==> src/include/pbmc_pkg.sv <==
package pbmc_pkg;
   localparam int PBMC_W = 16;
   localparam int BIT_SOFT_RESET = 15;
   localparam int BIT_LOOPBACK = 14;
   localparam int BIT_RATE = 13;
   localparam int BIT_NEG_EN = 12;
   localparam int BIT_LOW_POWER = 11;
   localparam int BIT_ISOLATE = 10;
   localparam int BIT_NEG_RESTART = 9;
   localparam int BIT_DUPLEX = 8;
   localparam int BIT_COL_TEST = 7;
   localparam logic [15:0] WRITABLE_MASK = 16'hFF80;
   localparam logic [15:0] RESET_VALUE = 16'h3000;
   localparam logic [4:0] ADDR_ISOLATE_DEFAULT = 5'h00;
   localparam int CLK_MHZ = 200;
   localparam int BIT_NS_10M = 100;
   localparam int BIT_NS_100M = 10;
   localparam int COL_ASSERT_BITS = 512;
   localparam int COL_DEASSERT_BITS = 4;
   localparam int SOFT_RESET_NS = 50;
   localparam logic [3:0] SOFT_RESET_CYCLES = 4'((SOFT_RESET_NS * CLK_MHZ + 999) / 1000);
   localparam logic [3:0] COL_ASSERT_CYCLES = 4'h2;
   localparam logic [3:0] COL_DEASSERT_CYCLES = 4'h1;

   typedef struct packed {
      logic [3:0] txd;
      logic tx_en;
      logic tx_er;
   } pbmc_mac_tx_t;

   typedef struct packed {
      logic [3:0] rxd;
      logic rx_dv;
      logic rx_er;
      logic col;
      logic crs;
   } pbmc_mac_rx_t;

   typedef struct packed {
      logic speed_100;
      logic full_duplex;
      logic neg_enable;
   } pbmc_mode_t;

   typedef enum logic [1:0] {
      PBMC_RUN = 2'b00,
      PBMC_SRST = 2'b01
   } pbmc_state_t;
endpackage

==> src/hdl/pbmc_control.sv <==
`timescale 1ns/100ps
// Notes on behaviour
// - Hardware mode, negotiation strap off: rate from speed strap pin.
// - Hardware mode: status shows active link rate.
// - Software, negotiation on: rate from negotiation.
// - Software, negotiation off: rate bit picks 10/100.
// - Hardware mode: negotiation enable from strap pin.
// - Software: enable bit chooses negotiation or bits.
// - Low power: MAC outputs low, pair tristated.
// - Low-power entry keeps registers, clears latching bits.
// - Any reset loads every register default.
// - Isolate: MAC outputs high-impedance, inputs ignored.
// - Isolate resets to one for address zero.
// - Restart starts negotiation, self-clears when begun.
// - Restart write ignored while negotiation disabled.
// - Hardware mode, negotiation strap off: duplex from duplex strap pin.
// - Hardware mode: status shows active link duplex.
// - Software, negotiation on: duplex from negotiation.
// - Software, negotiation off: duplex bit picks half/full.
// - Loopback makes the duplex bit ineffective.
// - Collision test off: collision ignores transmit enable.
// - Collision test: assert/drop collision in bounds.
// - Reserved low seven bits read zero.
// - Top bit starts self-clearing software reset.
// - Loopback returns transmit data to receive side.
module pbmc_control
   import pbmc_pkg::*;
(
   input wire logic mclk,
   input wire logic reset_n,
   input wire logic [4:0] phy_addr,
   input wire logic strap_config_source_pin,
   input wire logic speed_strap_pin,
   input wire logic negotiation_strap_pin,
   input wire logic duplex_strap_pin,
   input wire logic reg_wr,
   input wire logic [15:0] reg_wdata,
   output logic [15:0] reg_rdata,
   input wire logic neg_speed_100,
   input wire logic neg_full_duplex,
   input wire logic neg_started,
   output logic neg_restart,
   input wire pbmc_pkg::pbmc_mac_tx_t mac_tx,
   input wire pbmc_pkg::pbmc_mac_rx_t line_rx,
   input wire logic line_tx_clk,
   input wire logic line_rx_clk,
   output pbmc_pkg::pbmc_mac_rx_t mac_rx,
   output logic mac_tx_clk,
   output logic mac_rx_clk,
   output logic mac_out_en,
   output pbmc_pkg::pbmc_mac_tx_t line_tx,
   output logic pair_transmit_tristate,
   output logic pair_receive_enable,
   output logic latch_clear,
   output logic soft_reset_active,
   output pbmc_pkg::pbmc_mode_t mode,
   output logic [1:0] link_status
);
   import pbmc_pkg::*;

   // ---------------------------------------------------------------
   // Shared decodes
   // ---------------------------------------------------------------
   // True while the MAC side must be silent: low power or isolate.
   function automatic logic mac_silent(input logic [15:0] c);
      return c[BIT_LOW_POWER] || c[BIT_ISOLATE];
   endfunction

   // True while the twisted-pair front end is switched off.
   function automatic logic pair_off(input logic [15:0] c);
      return c[BIT_LOW_POWER] || c[BIT_LOOPBACK];
   endfunction

   // ---------------------------------------------------------------
   // Control register and software reset
   // ---------------------------------------------------------------
   logic [15:0] ctrl_q, ctrl_d;
   pbmc_state_t state_q, state_d;
   logic [3:0] srst_cnt_q, srst_cnt_d;
   logic iso_init_q, iso_init_d;

   // The isolate default depends on the management address, so the reset word is built here.
   // Software reset reloads the same word, so both kinds of reset agree.
   function automatic logic [15:0] reset_word(input logic [4:0] addr);
      logic [15:0] w;
      w = RESET_VALUE;
      w[BIT_ISOLATE] = (addr == ADDR_ISOLATE_DEFAULT);
      return w;
   endfunction

   always_comb begin
      ctrl_d = ctrl_q;
      state_d = state_q;
      srst_cnt_d = srst_cnt_q;
      iso_init_d = 1'b0;
      // The first clock after reset loads the address-dependent isolate default; a write in that clock is dropped.
      if (iso_init_q) begin
         ctrl_d = reset_word(phy_addr);
      end
      case (state_q)
         PBMC_RUN: begin
            if (reg_wr && !iso_init_q) begin
               ctrl_d = reg_wdata & WRITABLE_MASK;
               // A restart request only sticks if negotiation was and stays enabled.
               if (!reg_wdata[BIT_NEG_EN] || !ctrl_q[BIT_NEG_EN]) begin
                  ctrl_d[BIT_NEG_RESTART] = 1'b0;
               end
               if (reg_wdata[BIT_SOFT_RESET]) begin
                  state_d = PBMC_SRST;
                  srst_cnt_d = SOFT_RESET_CYCLES;
               end
            end else if (neg_started) begin
               // Self-clear once negotiation has begun; a write in the same cycle takes precedence.
               ctrl_d[BIT_NEG_RESTART] = 1'b0;
            end
         end
         PBMC_SRST: begin
            // Management writes are refused while the software reset runs.
            // The count runs down to zero, then the top bit self-clears.
            ctrl_d = reset_word(phy_addr);
            ctrl_d[BIT_SOFT_RESET] = 1'b1;
            if (srst_cnt_q == 4'h0) begin
               ctrl_d[BIT_SOFT_RESET] = 1'b0;
               state_d = PBMC_RUN;
            end else begin
               srst_cnt_d = srst_cnt_q - 4'h1;
            end
         end
         default: begin
            state_d = PBMC_RUN;
         end
      endcase
   end

   always_ff @(posedge mclk or negedge reset_n) begin
      if (!reset_n) begin
         ctrl_q <= RESET_VALUE;
         state_q <= PBMC_RUN;
         srst_cnt_q <= 4'h0;
         iso_init_q <= 1'b1;
      end else begin
         ctrl_q <= ctrl_d;
         state_q <= state_d;
         srst_cnt_q <= srst_cnt_d;
         iso_init_q <= iso_init_d;
      end
   end

   // ---------------------------------------------------------------
   // Operating mode resolution
   // ---------------------------------------------------------------
   logic hw_mode, lp, iso, lb, ct;
   pbmc_mode_t mode_d, mode_q;
   logic lp_q;

   assign hw_mode = !strap_config_source_pin;
   assign lp = ctrl_q[BIT_LOW_POWER];
   assign iso = ctrl_q[BIT_ISOLATE];
   assign lb = ctrl_q[BIT_LOOPBACK];
   assign ct = ctrl_q[BIT_COL_TEST];

   // The resolved mode is registered so that status and mode outputs come from flip-flops.
   // Hardware mode takes the straps or, with the negotiation strap on, negotiation; software mode takes the register or negotiation.
   always_comb begin
      if (hw_mode) begin
         mode_d.neg_enable = negotiation_strap_pin;
         mode_d.speed_100 = negotiation_strap_pin ? neg_speed_100 : speed_strap_pin;
         mode_d.full_duplex = negotiation_strap_pin ? neg_full_duplex : duplex_strap_pin;
      end else if (ctrl_q[BIT_NEG_EN]) begin
         mode_d.neg_enable = 1'b1;
         mode_d.speed_100 = neg_speed_100;
         mode_d.full_duplex = neg_full_duplex;
      end else begin
         mode_d.neg_enable = 1'b0;
         mode_d.speed_100 = ctrl_q[BIT_RATE];
         mode_d.full_duplex = ctrl_q[BIT_DUPLEX];
      end
      if (lb) begin
         mode_d.full_duplex = 1'b0;
      end
   end

   // ---------------------------------------------------------------
   // Collision test tracking of transmit enable
   // ---------------------------------------------------------------
   logic [3:0] col_cnt_q, col_cnt_d;
   logic col_test_q, col_test_d;
   logic tx_en_seen;

   // Transmit enable is ignored while the MAC side is isolated or powered down.
   assign tx_en_seen = mac_tx.tx_en && !mac_silent(ctrl_q);

   // Each edge of transmit enable must persist for its count before collision follows.
   always_comb begin
      col_test_d = col_test_q;
      col_cnt_d = col_cnt_q;
      if (!ct || state_q == PBMC_SRST) begin
         col_test_d = 1'b0;
         col_cnt_d = 4'h0;
      end else if (tx_en_seen != col_test_q) begin
         if (col_cnt_q == 4'h0) begin
            col_test_d = tx_en_seen;
         end else begin
            col_cnt_d = col_cnt_q - 4'h1;
         end
      end else begin
         // While transmit enable is steady the counter is reloaded for the next edge.
         col_cnt_d = col_test_q ? COL_DEASSERT_CYCLES - 4'h1 : COL_ASSERT_CYCLES - 4'h1;
      end
   end

   always_ff @(posedge mclk or negedge reset_n) begin
      if (!reset_n) begin
         mode_q <= '0;
         col_test_q <= 1'b0;
         col_cnt_q <= 4'h0;
      end else begin
         mode_q <= mode_d;
         col_test_q <= col_test_d;
         col_cnt_q <= col_cnt_d;
      end
   end

   // ---------------------------------------------------------------
   // Low-power entry detection
   // ---------------------------------------------------------------
   logic lp_d;

   always_comb begin
      lp_d = lp;
   end

   always_ff @(posedge mclk or negedge reset_n) begin
      if (!reset_n) begin
         lp_q <= 1'b0;
      end else begin
         lp_q <= lp_d;
      end
   end

   // ---------------------------------------------------------------
   // MAC and line side data paths
   // ---------------------------------------------------------------
   pbmc_mac_rx_t rx_d, rx_q;

   // Loopback returns transmit data as receive data; collision detect is off unless tested.
   // Receive outputs are cleared while the MAC side is silenced or the block is in software reset.
   always_comb begin
      rx_d = line_rx;
      if (lb) begin
         rx_d.rxd = mac_tx.txd;
         rx_d.rx_dv = mac_tx.tx_en;
         rx_d.rx_er = mac_tx.tx_er;
         rx_d.crs = mac_tx.tx_en;
         rx_d.col = 1'b0;
      end else if (!mode_q.full_duplex) begin
         // Outside loopback a line collision reaches the MAC in half duplex only.
         rx_d.col = line_rx.col;
      end else begin
         rx_d.col = 1'b0;
      end
      if (ct) begin
         rx_d.col = col_test_q;
      end
      if (lp || iso || state_q == PBMC_SRST) begin
         rx_d = '0;
      end
   end

   always_ff @(posedge mclk or negedge reset_n) begin
      if (!reset_n) begin
         rx_q <= '0;
      end else begin
         rx_q <= rx_d;
      end
   end

   // ---------------------------------------------------------------
   // Pin and status outputs
   // ---------------------------------------------------------------
   assign mac_rx = rx_q;
   // Output enable low means the MAC-facing pins float.
   assign mac_out_en = !iso;
   assign mac_tx_clk = mac_silent(ctrl_q) ? 1'b0 : line_tx_clk;
   assign mac_rx_clk = mac_silent(ctrl_q) ? 1'b0 : (lb ? line_tx_clk : line_rx_clk);
   assign line_tx = (mac_silent(ctrl_q) || lb) ? '0 : mac_tx;
   assign pair_transmit_tristate = pair_off(ctrl_q);
   assign pair_receive_enable = !pair_off(ctrl_q);
   // One pulse on entry into low power clears latching status elsewhere.
   assign latch_clear = lp && !lp_q;
   assign soft_reset_active = (state_q == PBMC_SRST);
   // Restart requests are withheld in low power, where negotiation is stopped.
   assign neg_restart = ctrl_q[BIT_NEG_RESTART] && mode_q.neg_enable && !lp;
   assign mode = mode_q;
   // Status reports the resolved rate and duplex of the active mode.
   assign link_status = {mode_q.speed_100, mode_q.full_duplex};
   // Reserved bits read as zero whatever was written.
   assign reg_rdata = ctrl_q & WRITABLE_MASK;
endmodule

==> config.mk <==
export PLATFORM = sky130hd
export DESIGN_NAME = pbmc_control
export DESIGN_NICKNAME = d
export VERILOG_FILES = /design/src/include/pbmc_pkg.sv /design/src/hdl/pbmc_control.sv
export SDC_FILE = /design/constraint.sdc
export NUM_CORES = 1
export LEC_CHECK = 0
export ABC_AREA = 1
export BUFFER_PORTS_ARGS = -buffer_cell sky130_fd_sc_hd__buf_2
export CAP_MARGIN = 20
export CORE_ASPECT_RATIO = 0.8
export CORE_MARGIN = 2
export CORE_UTILIZATION = 30
export CTS_BUF_LIST = sky130_fd_sc_hd__clkbuf_8
export CTS_CLUSTER_SIZE = 25
export DETAILED_ROUTE_END_ITERATION = 16
export SLEW_MARGIN = 0
export SYNTH_ARGS = -nofsm -noshare
export SYNTH_HDL_FRONTEND = slang
export SYNTH_SLANG_ARGS = --single-unit
==> constraint.sdc <==
create_clock -name mclk -period 1.3 [get_ports mclk]
set_input_delay 0.13 -clock mclk [delete_from_list [all_inputs] [get_ports mclk]]
set_output_delay 0.13 -clock mclk [all_outputs]
set_load 0.02 [all_outputs]
# After elaboration in Yosys (flattened, before gate mapping)
# Cells that the tools add are included.
[word_totals] reg_bits=40 latchBits=0 ram_bits=0 mem_bits_ro=0 inputBits=47 output_inout_bits=43 elab_cells=92 mem_count=0
[classes] add_sub_neg=2 mul=0 div_mod_pow=0 n_lt_le_gt_ge=0 n_eq_ne=7 shift=0 n_mux=38 bitwise_logic=0 reduce_logical=30
[ops] cell="$pmux W16 S2" n=1
[ops] cell="$mux W4" n=6
[ops] cell="$mux W1" n=18
[ops] cell="$mux W6" n=3
[ops] cell="$mux W16" n=1
[ops] cell="$logic_not A1 Y1" n=9
[ops] cell="$mux W9" n=1
[ops] cell="$logic_not A4 Y1" n=2
[ops] cell="$mux W8" n=1
[ops] cell="$pmux W4 S2" n=1
[ops] cell="$sub A4 B1 Y4 const B" n=2
[ops] cell="$logic_or A1 B1 Y1" n=6
[ops] cell="$mux W2" n=3
[ops] cell="$mux W3" n=2
[ops] cell="$ne A2 B2 Y1 const B" n=3
[ops] cell="$reduce_bool A2 Y1" n=3
[ops] cell="$logic_and A1 B1 Y1" n=5
[ops] cell="$logic_not A5 Y1" n=1
[ops] cell="$pmux W2 S2" n=1
[ops] cell="$reduce_and A4 Y1" n=1
[ops] cell="$ne A3 B3 Y1 const B" n=1
[ops] cell="$reduce_and A3 Y1" n=1
[ops] cell="$eq A2 B1 Y1 const B" n=1
[ops] cell="$logic_not A2 Y1" n=1
[ops] cell="3 further kinds" n=3

# Logic depth before layout (Yosys ltp)
# Gate-level depths: netlist of run 1.
[logic_depth] ltp_word=6 ltp_mapped=9

# Least setup slack after synthesis of run 1
# No wires, ideal clock.
[synth_path] kind="reg-to-output" startpoint="reg ctrl_q[14]" endpoint="out pair_transmit_tristate" arrival_time_ns=1.176 slack_ns=-0.006 stages_incl_launch_ff=4 cell_sequence="dfrtp_1 -> buf_2 -> nor2_1 -> inv_1"
[synth_between] elab_chain_cells=1
[synth_rtl] item="from (decl)" line_no="pbmc_control.sv:77" text="logic [15:0] ctrl_q, ctrl_d;"
[synth_rtl] item="from (signal assigned)" line_no="pbmc_control.sv:142" text="ctrl_q <= ctrl_d;"
[synth_rtl] item="$logic_or A1 B1 Y1" line_no="pbmc_control.sv:71" text="return c[BIT_LOW_POWER] || c[BIT_LOOPBACK];"
[synth_rtl] item="to (decl)" line_no="pbmc_control.sv:52" text="output logic pair_transmit_tristate,"
# Every way passes these cells.

==> flow_metrics.env, run 1 <==
export IMPL_status="complete, but fails checks"
export IMPL_violations="negative setup slack"
export IMPL_diodes=0
export IMPL_cellLeakagePower_nw=1.35
export IMPL_numCtsBuffers=5
export IMPL_grt_pass1_wl_mm=6.60
export IMPL_wl_per_cell_um=11.5
export IMPL_worst_r2r_path_depth=9
export IMPL_grt_max_degree=18
export IMPL_grt_usage_pct=13.8
export IMPL_vias=1575
export IMPL_pwr_density_cell_mw_per_mm2=1690
export IMPL_cts_tree="built"
export IMPL_fillerInstances=540
export IMPL_cts_num_sinks=32
export IMPL_antenna_left=0
export IMPL_first_global_vias=1495
export IMPL_finalMaxSlewViolations=0
export IMPL_drt_initial_drc_count=56
export IMPL_hold_class="in -> reg"
export IMPL_cap_violations=0
export IMPL_critPathMaxStageDelay_ns=0.42
export IMPL_synth_seq_cells=32
export IMPL_die_w_um=87.6
export IMPL_max_vdd_ir_drop_v=0.000795
export IMPL_grt_ovfl_total=0
export IMPL_rsz0062_at_grt="yes"
export IMPL_worst_path_max_fanout=5
export IMPL_period_share_pct=108
export IMPL_gp_congestion=0.782
export IMPL_synthCells=201
export IMPL_skew_ns=0.00390
export IMPL_path_class="reg -> out"
export IMPL_drive_above_1_share_pct=46.2
export IMPL_antenna_found_initial=0
export IMPL_fmax_ghz=0.714
export IMPL_r2r_end="col_cnt_q[0]"
export IMPL_viasPerCell=4.41
export IMPL_avgSynthCellArea_um2=8.34
export IMPL_ys_seq_area_share_pct=48.0
export IMPL_setup_violations=8
export IMPL_ys_warn_count=0
export IMPL_ys_async_sr_fraction_pct=100
export IMPL_crit_path_start_kind="flip-flop"
export IMPL_instances_no_fill=357
export IMPL_totalWireLength_mm=4.11
export IMPL_clk_latency_ns=0.28
export IMPL_period_minus_slack_ns=1.40
export IMPL_clockBufferDepth=2
export IMPL_port_buffers=75
export IMPL_synth_area_mm2=0.00168
export IMPL_core_area_mm2=0.00541
export IMPL_path_clk_slew_ns=0.07
export IMPL_slowest_stage="dfrtp_1"
export IMPL_dp_cells=346
export IMPL_die_area_mm2=0.00620
export IMPL_final_util_pct=45.1
export IMPL_rrSetupSlack_ns=0.01
export IMPL_cts_root_buffer="clkbuf_8"
export IMPL_die_y_um=70.8
export IMPL_crit_path_end="line_tx[5]"
export IMPL_remaining_drc_errors=0
export IMPL_synth_cell_types=35
export IMPL_fin_setup_tns_ns=-0.636
export IMPL_cp_cell_sequence="nor2_4 -> nand2_4 -> nor2_1 -> buf_4"
export IMPL_synthFlopType="dfrtp_1"
export IMPL_final_net_count=341
export IMPL_htreeDepth=2
export IMPL_hpwl_mm=3.15
export IMPL_hold_viol=0
export IMPL_synth_edf_count=0
export IMPL_area_growth_pct=45.6
export IMPL_drt_pass1_iterations=4
export IMPL_setup_ws_ns=-0.0999
export IMPL_crit_arrival_ns=1.27
export IMPL_power_mw=4.13
export IMPL_ios=90
export IMPL_start_util_pct=31.0
export IMPL_critPathCaptureType="primary output"
export IMPL_required_ns=1.17
export IMPL_placementRows=24
[cell families (layout without fill, tap and decap cells)]
kind of cell | count (synthesis) | count (layout) | share of synthesized area (%)
AND/OR/NAND/NOR | 92 | 92 | 26.7
buffers and inverters | 42 | 126 | 11.5
flip-flops | 32 | 32 | 48.0
AO/OA/AOI/OAI | 30 | 30 | 10.8
adder cells (fa/ha/maj) | 3 | 3 | 2.24
other | 1 | 8 | 0.224
XOR/XNOR | 1 | 1 | 0.523
[report_power, final]
| group | internal, mW | leakage (nW) | switching [mW] |
|---|---|---|---|
| clock network | 0.676 | 0.0645 | 0.383 |
| registers | 1.22 | 0.407 | 0.118 |
| logic | 0.662 | 0.875 | 1.08 |
| total | 2.56 | 1.35 | 1.58 |
[worst min-delay path by stage]
stage          cells past startpoint   startpoint                         end
3_3_place_gp                       1      reset_n                   mac_rx[3]
6_report                           2  neg_started                   ctrl_q[9]
5_1_grt                            2  neg_started                   ctrl_q[9]
3_5_place_dp                       1      reset_n                   mac_rx[3]
4_1_cts                            2  neg_started                   ctrl_q[9]
2_1_floorplan                      0      reset_n  asynchronous set/reset pin
[final cells by class]
type	instances	area, um2	share of cell area [%]
inverters	32	120	4.92
multi-input cells	134	777	31.8
clock buffers	7	96.3	3.95
well taps	65	81.3	3.33
flip-flops and latches	32	805	33.0
repair buffers	86	531	21.7
clock inverters	1	30.0	1.23
[registers in the layout, summed over array words and instances (netlist names), named ones only]
register     cells
col_cnt_q        4
col_test_q       1
ctrl_q           8
iso_init_q       1
link_status      2
lp_q             1
mac_rx           8
mode             1
srst_cnt_q       4
state_q          1
[layout by cell type, fill, tap and decap left out, types with 8 or more instances in the layout]
master,instances
a21oi_1,12
nor2_1,13
buf_6,8
dfrtp_1,29
conb_1,8
buf_4,12
inv_1,21
nand2_1,41
nand3_1,8
buf_2,64
inv_2,10
[synthesized netlist by cell type, types with 2 or more instances]
cell     count  area share, %
nand2_1     46             10
dfrtp_1     29             43
inv_1       22            4.9
nor2_1      20            4.5
a21oi_1     12            3.6
buf_4        9            4.0
inv_2        9            2.0
nand3_1      8            2.4
o21ai_0      7            2.1
nand2_2      4            1.5
dfstp_2      3            4.7
ha_1         3            2.2
nand2_4      3            2.0
a21oi_2      2            1.0
nand3_2      2            1.2
nor2_4       2            1.3
o21ai_1      2           0.60
[metal layers]
layer | share of wire, % | global-route usage, % | wire (um) | up-vias
li1 | - | - | - | 798
met4 | 1.1 | 5.13 | 44 | 0
met3 | 5.8 | 4.08 | 237 | 4
met1 | 46 | 18.7 | 1890 | 722
met5 | 0 | 0 | 0 | -
met2 | 47 | 20.7 | 1940 | 51
[per-stage QoR]
stage	setup slack [ns]	instance area, um2	hold WS (ns)
after CTS	-0.129	2340	0.0184
after detailed placement	0.0491	2160	0.0889
after global routing	-0.174	2440	0.0262
final	-0.0999	2440	0.0329
after global placement	0.0759	2160	0.0853
after floorplan	0.0405	1700	-0.166
[critical path, delay by kind of cell (launching register included)]
kind	cells	cell delay, ns
buf+inv	1	0.14
flops	1	0.42
simple gates	3	0.42
[repair_timing]
action | in CTS | in global routing
endpoints found under the hold margin | 16 | 0
endpoints found under the setup margin | 9 | 17
cloned | 0 | 0
pin swaps | 2 | 8
buffers inserted | 0 | 2
gates resized for setup | 15 | 25
hold buffers | 1 | 0
Note: power is estimated with default switching activity, not from simulation.
==> inputs of run 2 (changes only) <==
- PLACE_DENSITY: default -> 0.55
==> run 2 against run 1 <==
The flow still finishes with violations (negative setup slack). Sequential cell count unchanged. Power down 6.7%. Setup slack better by 0.019 ns. Hold slack better by 0.017 ns. Clock skew up 0.0035 ns. Design area down 2.5%. Register-to-register slack worse by 0.05 ns. Utilization down 1.1 points. First-iteration DRC count down 18%. Sequential power about the same. Critical path type unchanged. Critical endpoint is now line_tx[2].
==> flow_metrics.env, run 2 (same netlist as run 1, synthesis figures left out) <==
export IMPL_diodes=0
export IMPL_layout_common_cells="buf_2, nand2_1, dfrtp_1, inv_1, buf_4"
export IMPL_skew_ns=0.00744
export IMPL_core_area_mm2=0.00541
export IMPL_numCtsBuffers=5
export IMPL_required_ns=1.17
export IMPL_grt_pass1_wl_mm=6.60
export IMPL_final_net_count=342
export IMPL_grt_max_degree=18
export IMPL_max_vdd_ir_drop_v=0.000928
export IMPL_port_buffers=75
export IMPL_area_growth_pct=42.0
export IMPL_htreeDepth=2
export IMPL_ios=90
export IMPL_critPathCaptureType="primary output"
export IMPL_drive_above_1_share_pct=46.8
export IMPL_antenna_found_initial=0
export IMPL_violations="negative setup slack"
export IMPL_dp_cells=347
export IMPL_start_util_pct=31.0
export IMPL_crit_buf_inv=1
export IMPL_path_clk_slew_ns=0.07
export IMPL_die_area_mm2=0.00620
export IMPL_grt_use_met1_pct=19.0
export IMPL_final_util_pct=44.0
export IMPL_wl_per_cell_um=11.3
export IMPL_cts_root_buffer="clkbuf_8"
export IMPL_crit_path_start_kind="flip-flop"
export IMPL_top_usage_layer="met2"
export IMPL_slowest_stage="dfrtp_1"
export IMPL_power_mw=3.86
export IMPL_placementRows=24
export IMPL_grtUsageMet2_pct=20.7
export IMPL_rsz0062_at_grt="yes"
export IMPL_finalMaxSlewViolations=0
export IMPL_crit_arrival_ns=1.25
export IMPL_cp_cell_sequence="nor2_4 -> nand2_4 -> nor2_1 -> buf_4"
export IMPL_totalWireLength_mm=4.04
export IMPL_worst_path_max_fanout=5
export IMPL_status="complete, but fails checks"
export IMPL_final_cell_area_mm2=0.00238
export IMPL_drt_initial_drc_count=46
export IMPL_dpl_cell_area_mm2=0.00216
export IMPL_period_share_pct=106
export IMPL_dp_slack_ns=0.0269
export IMPL_met3_usage_pct=3.73
export IMPL_period_minus_slack_ns=1.38
export IMPL_path_class="reg -> out"
export IMPL_grt_usage_pct=13.7
export IMPL_pwr_density_cell_mw_per_mm2=1620
export IMPL_final_common_cell="buf_2"
export IMPL_cts_tree="built"
export IMPL_clk_latency_ns=0.28
export IMPL_vias=1532
export IMPL_die_w_um=87.6
export IMPL_antenna_left=0
export IMPL_setup_violations=12
export IMPL_fin_setup_tns_ns=-0.537
export IMPL_critPathMaxStageDelay_ns=0.41
export IMPL_remaining_drc_errors=0
export IMPL_hold_viol=0
export IMPL_instances_no_fill=358
export IMPL_whs_ns=0.0501
export IMPL_grt_ovfl_total=0
export IMPL_setup_ws_ns=-0.0809
export IMPL_viasPerCell=4.28
export IMPL_cap_violations=0
export IMPL_fillerInstances=561
export IMPL_cellLeakagePower_nw=1.33
export IMPL_cts_num_sinks=32
export IMPL_clockBufferDepth=2
export IMPL_hold_class="in -> reg"
export IMPL_first_global_vias=1441
export IMPL_gp_congestion=0.753
export IMPL_fmax_ghz=0.724
export IMPL_hpwl_mm=3.09
export IMPL_die_y_um=70.8
export IMPL_cp_top_family="simple AND/OR/NAND/NOR gates"
export IMPL_drt_pass1_iterations=4
[run 2: area by class of cell]
class,count,area (um2),area share [%]
Inverter,32,120,5.05
Multi-Input combinational cell,134,762,32.0
Clock buffer,6,82.6,3.47
Tap cell,65,81.3,3.42
Sequential cell,32,805,33.8
Clock inverter,2,10.0,0.421
Timing Repair Buffer,87,518,21.8
[run 2: per-layer routing]
layer  wire length [um]  part of all wire, %  up-vias
li1                   -                    -      796
met1               1910                   47      682
met2               1840                   46       49
met3                251                  6.2        5
met4                 36                 0.89        0
met5                  0                    0        -
[run 2: worst paths after layout]
path | startpoint | endpoint | slack (ns) | depth (start not counted)
setup reg to reg | ctrl_q[11] | col_test_q | -0.04 | 9
min in group asynchronous | reset_n | mac_rx[0] | 0.30 | 2
setup / recovery | ctrl_q[11] | line_tx[2] | -0.08 | 4
hold / removal | neg_started | ctrl_q[9] | 0.05 | 2
hold reg to reg | col_cnt_q[1] | col_cnt_q[1] | 0.48 | 2
max in group asynchronous | reset_n | iso_init_q | 0.46 | 3
[run 2: where the power goes]
group          switching (mW)  internal (mW)
Clock                   0.362          0.422
Sequential              0.111           1.22
Combinational            1.08          0.664
Total                    1.55           2.31
[run 2: what timing repair did]
item	CTS	global route
hold endpoints to repair	15	0
buffers inserted	1	1
pin swaps	2	1
setup endpoints to repair	9	22
hold buffers	1	0
gates resized for setup	14	22
==> inputs of run 3 (changes only) <==
- CORE_MARGIN: 2 -> 5
- SKIP_CTS_REPAIR_TIMING: default -> 1
==> run 3 against run 2 <==
The flow still finishes with violations (negative setup slack). Critical path depth up 1. Combinational power about the same. Setup slack hardly changed. Design area up 1.8%. Final cell count increased by 3.4%.
==> flow_metrics.env, run 3 (same netlist as run 1, synthesis figures left out) <==
export IMPL_status="complete, but fails checks"
export IMPL_violations="negative setup slack"
export IMPL_grt_max_degree=18
export IMPL_clockBufferDepth=2
export IMPL_rsz0062_at_grt="yes"
export IMPL_pwr_density_cell_mw_per_mm2=1620
export IMPL_path_clk_slew_ns=0.07
export IMPL_finalMaxSlewViolations=0
export IMPL_power_frac_comb_pct=44.7
export IMPL_whs_ns=0.0479
export IMPL_antenna_left=0
export IMPL_cellLeakagePower_nw=1.35
export IMPL_crit_arrival_ns=1.25
export IMPL_area_growth_pct=44.5
export IMPL_critPathCaptureType="primary output"
export IMPL_remaining_drc_errors=0
export IMPL_final_common_cell="buf_2"
export IMPL_instances_no_fill=370
export IMPL_hpwl_mm=3.23
export IMPL_required_ns=1.17
export IMPL_start_util_pct=30.8
export IMPL_cp_top_family="flip-flops"
export IMPL_cts_root_buffer="clkbuf_8"
export IMPL_antenna_found_initial=0
export IMPL_setup_ws_ns=-0.0806
export IMPL_layout_common_cells="buf_2, nand2_1, dfrtp_1, inv_1, nor2_1"
export IMPL_clk_latency_ns=0.28
export IMPL_drive_above_1_share_pct=45.5
export IMPL_period_share_pct=106
export IMPL_rrSetupSlack_ns=0.05
export IMPL_cts_num_sinks=32
export IMPL_critPathMaxStageDelay_ns=0.40
export IMPL_final_net_count=341
export IMPL_worst_path_max_fanout=3
export IMPL_crit_path_start_kind="flip-flop"
export IMPL_hold_class="in -> reg"
export IMPL_vias=1526
export IMPL_switching_share_pct=39.7
export IMPL_grtUsageMet2_pct=17.6
export IMPL_top_usage_layer="met2"
export IMPL_cap_violations=0
export IMPL_path_class="reg -> out"
export IMPL_fmax_ghz=0.724
export IMPL_seqPwrFrac_pct=33.9
export IMPL_core_area_mm2=0.00544
export IMPL_port_buffers=75
export IMPL_period_minus_slack_ns=1.38
export IMPL_dp_slack_ns=0.0376
export IMPL_gp_congestion=0.792
export IMPL_crit_buf_inv=2
export IMPL_netSwitchingPower_mw=1.56
export IMPL_drt_pass1_iterations=4
export IMPL_dp_cells=359
export IMPL_first_global_vias=1455
export IMPL_drt_initial_drc_count=32
export IMPL_die_w_um=93.6
export IMPL_diodes=0
export IMPL_crit_path_frequent_cell="nor2_4"
export IMPL_ios=90
export IMPL_grt_ovfl_total=0
export IMPL_die_y_um=76.8
export IMPL_skew_ns=0.00680
export IMPL_setup_violations=7
export IMPL_grt_use_met1_pct=16.8
export IMPL_placementRows=24
export IMPL_grt_usage_pct=12.2
export IMPL_numCtsBuffers=5
export IMPL_totalWireLength_mm=4.23
export IMPL_cp_cell_sequence="nor2_4 -> buf_12 -> nand2_4 -> nor2_4 -> buf_6"
export IMPL_grt_pass1_wl_mm=6.87
export IMPL_hold_viol=0
export IMPL_clkPwrFrac_pct=21.4
export IMPL_max_vdd_ir_drop_v=0.000694
export IMPL_viasPerCell=4.12
export IMPL_htreeDepth=2
export IMPL_fin_setup_tns_ns=-0.360
export IMPL_p_int_mw=2.37
export IMPL_cts_tree="built"
export IMPL_wl_per_cell_um=11.4
export IMPL_met3_usage_pct=4.79
export IMPL_slowest_stage="dfrtp_1"
export IMPL_die_area_mm2=0.00719
run 3: final timing paths:
path,from,to,cells after the start
max in group asynchronous,reset_n,ctrl_q[13],3
max,ctrl_q[11],line_tx[1],5
max reg2reg,ctrl_q[11],col_cnt_q[0],9
min,reg_wdata[14],ctrl_q[14],3
min reg2reg,ctrl_q[15],ctrl_q[15],2
min in group asynchronous,reset_n,mac_rx[4],2
run 3: tightest hold or removal path, cell delays in order:
cell and delay, ns:
buf_2 0.07, nand2_1 0.04, o21ai_0 0.05
run 3: power groups by stage:
stage,logic [mW],registers (mW),clock network [mW]
floorplan,0.843,1.54,0
global placement,1.58,1.34,0
detailed placement,1.60,1.35,0
CTS,1.61,1.33,0.875
global route,1.95,1.36,0.916
finish,1.75,1.33,0.840
run 3: per-layer routing:
| layer | wire length (um) | vias up | share of wire [%] |
|---|---|---|---|
| met5 | 0 | - | 0 |
| met4 | 41 | 0 | 0.97 |
| met3 | 329 | 5 | 7.8 |
| met2 | 1840 | 55 | 43 |
| met1 | 2020 | 670 | 48 |
| li1 | - | 796 | - |
run 3: final cells by class:
cell class	instances	area [um2]
clock inverter	1	3.75
fill	541	3010
timing repair buffer	86	522
inverter	32	120
tap	78	97.6
sequential	32	805
multi-input combinational	134	777
clock buffer	7	96.3
run 3: per-stage QoR:
step	util, %	area (um2)	total power, mW
floorplan	-	1700	2.38
global placement	40.1	2180	2.92
detailed placement	40.1	2180	2.94
CTS	41.9	2280	3.81
global route	44.5	2420	4.23
finish	44.5	2420	3.93
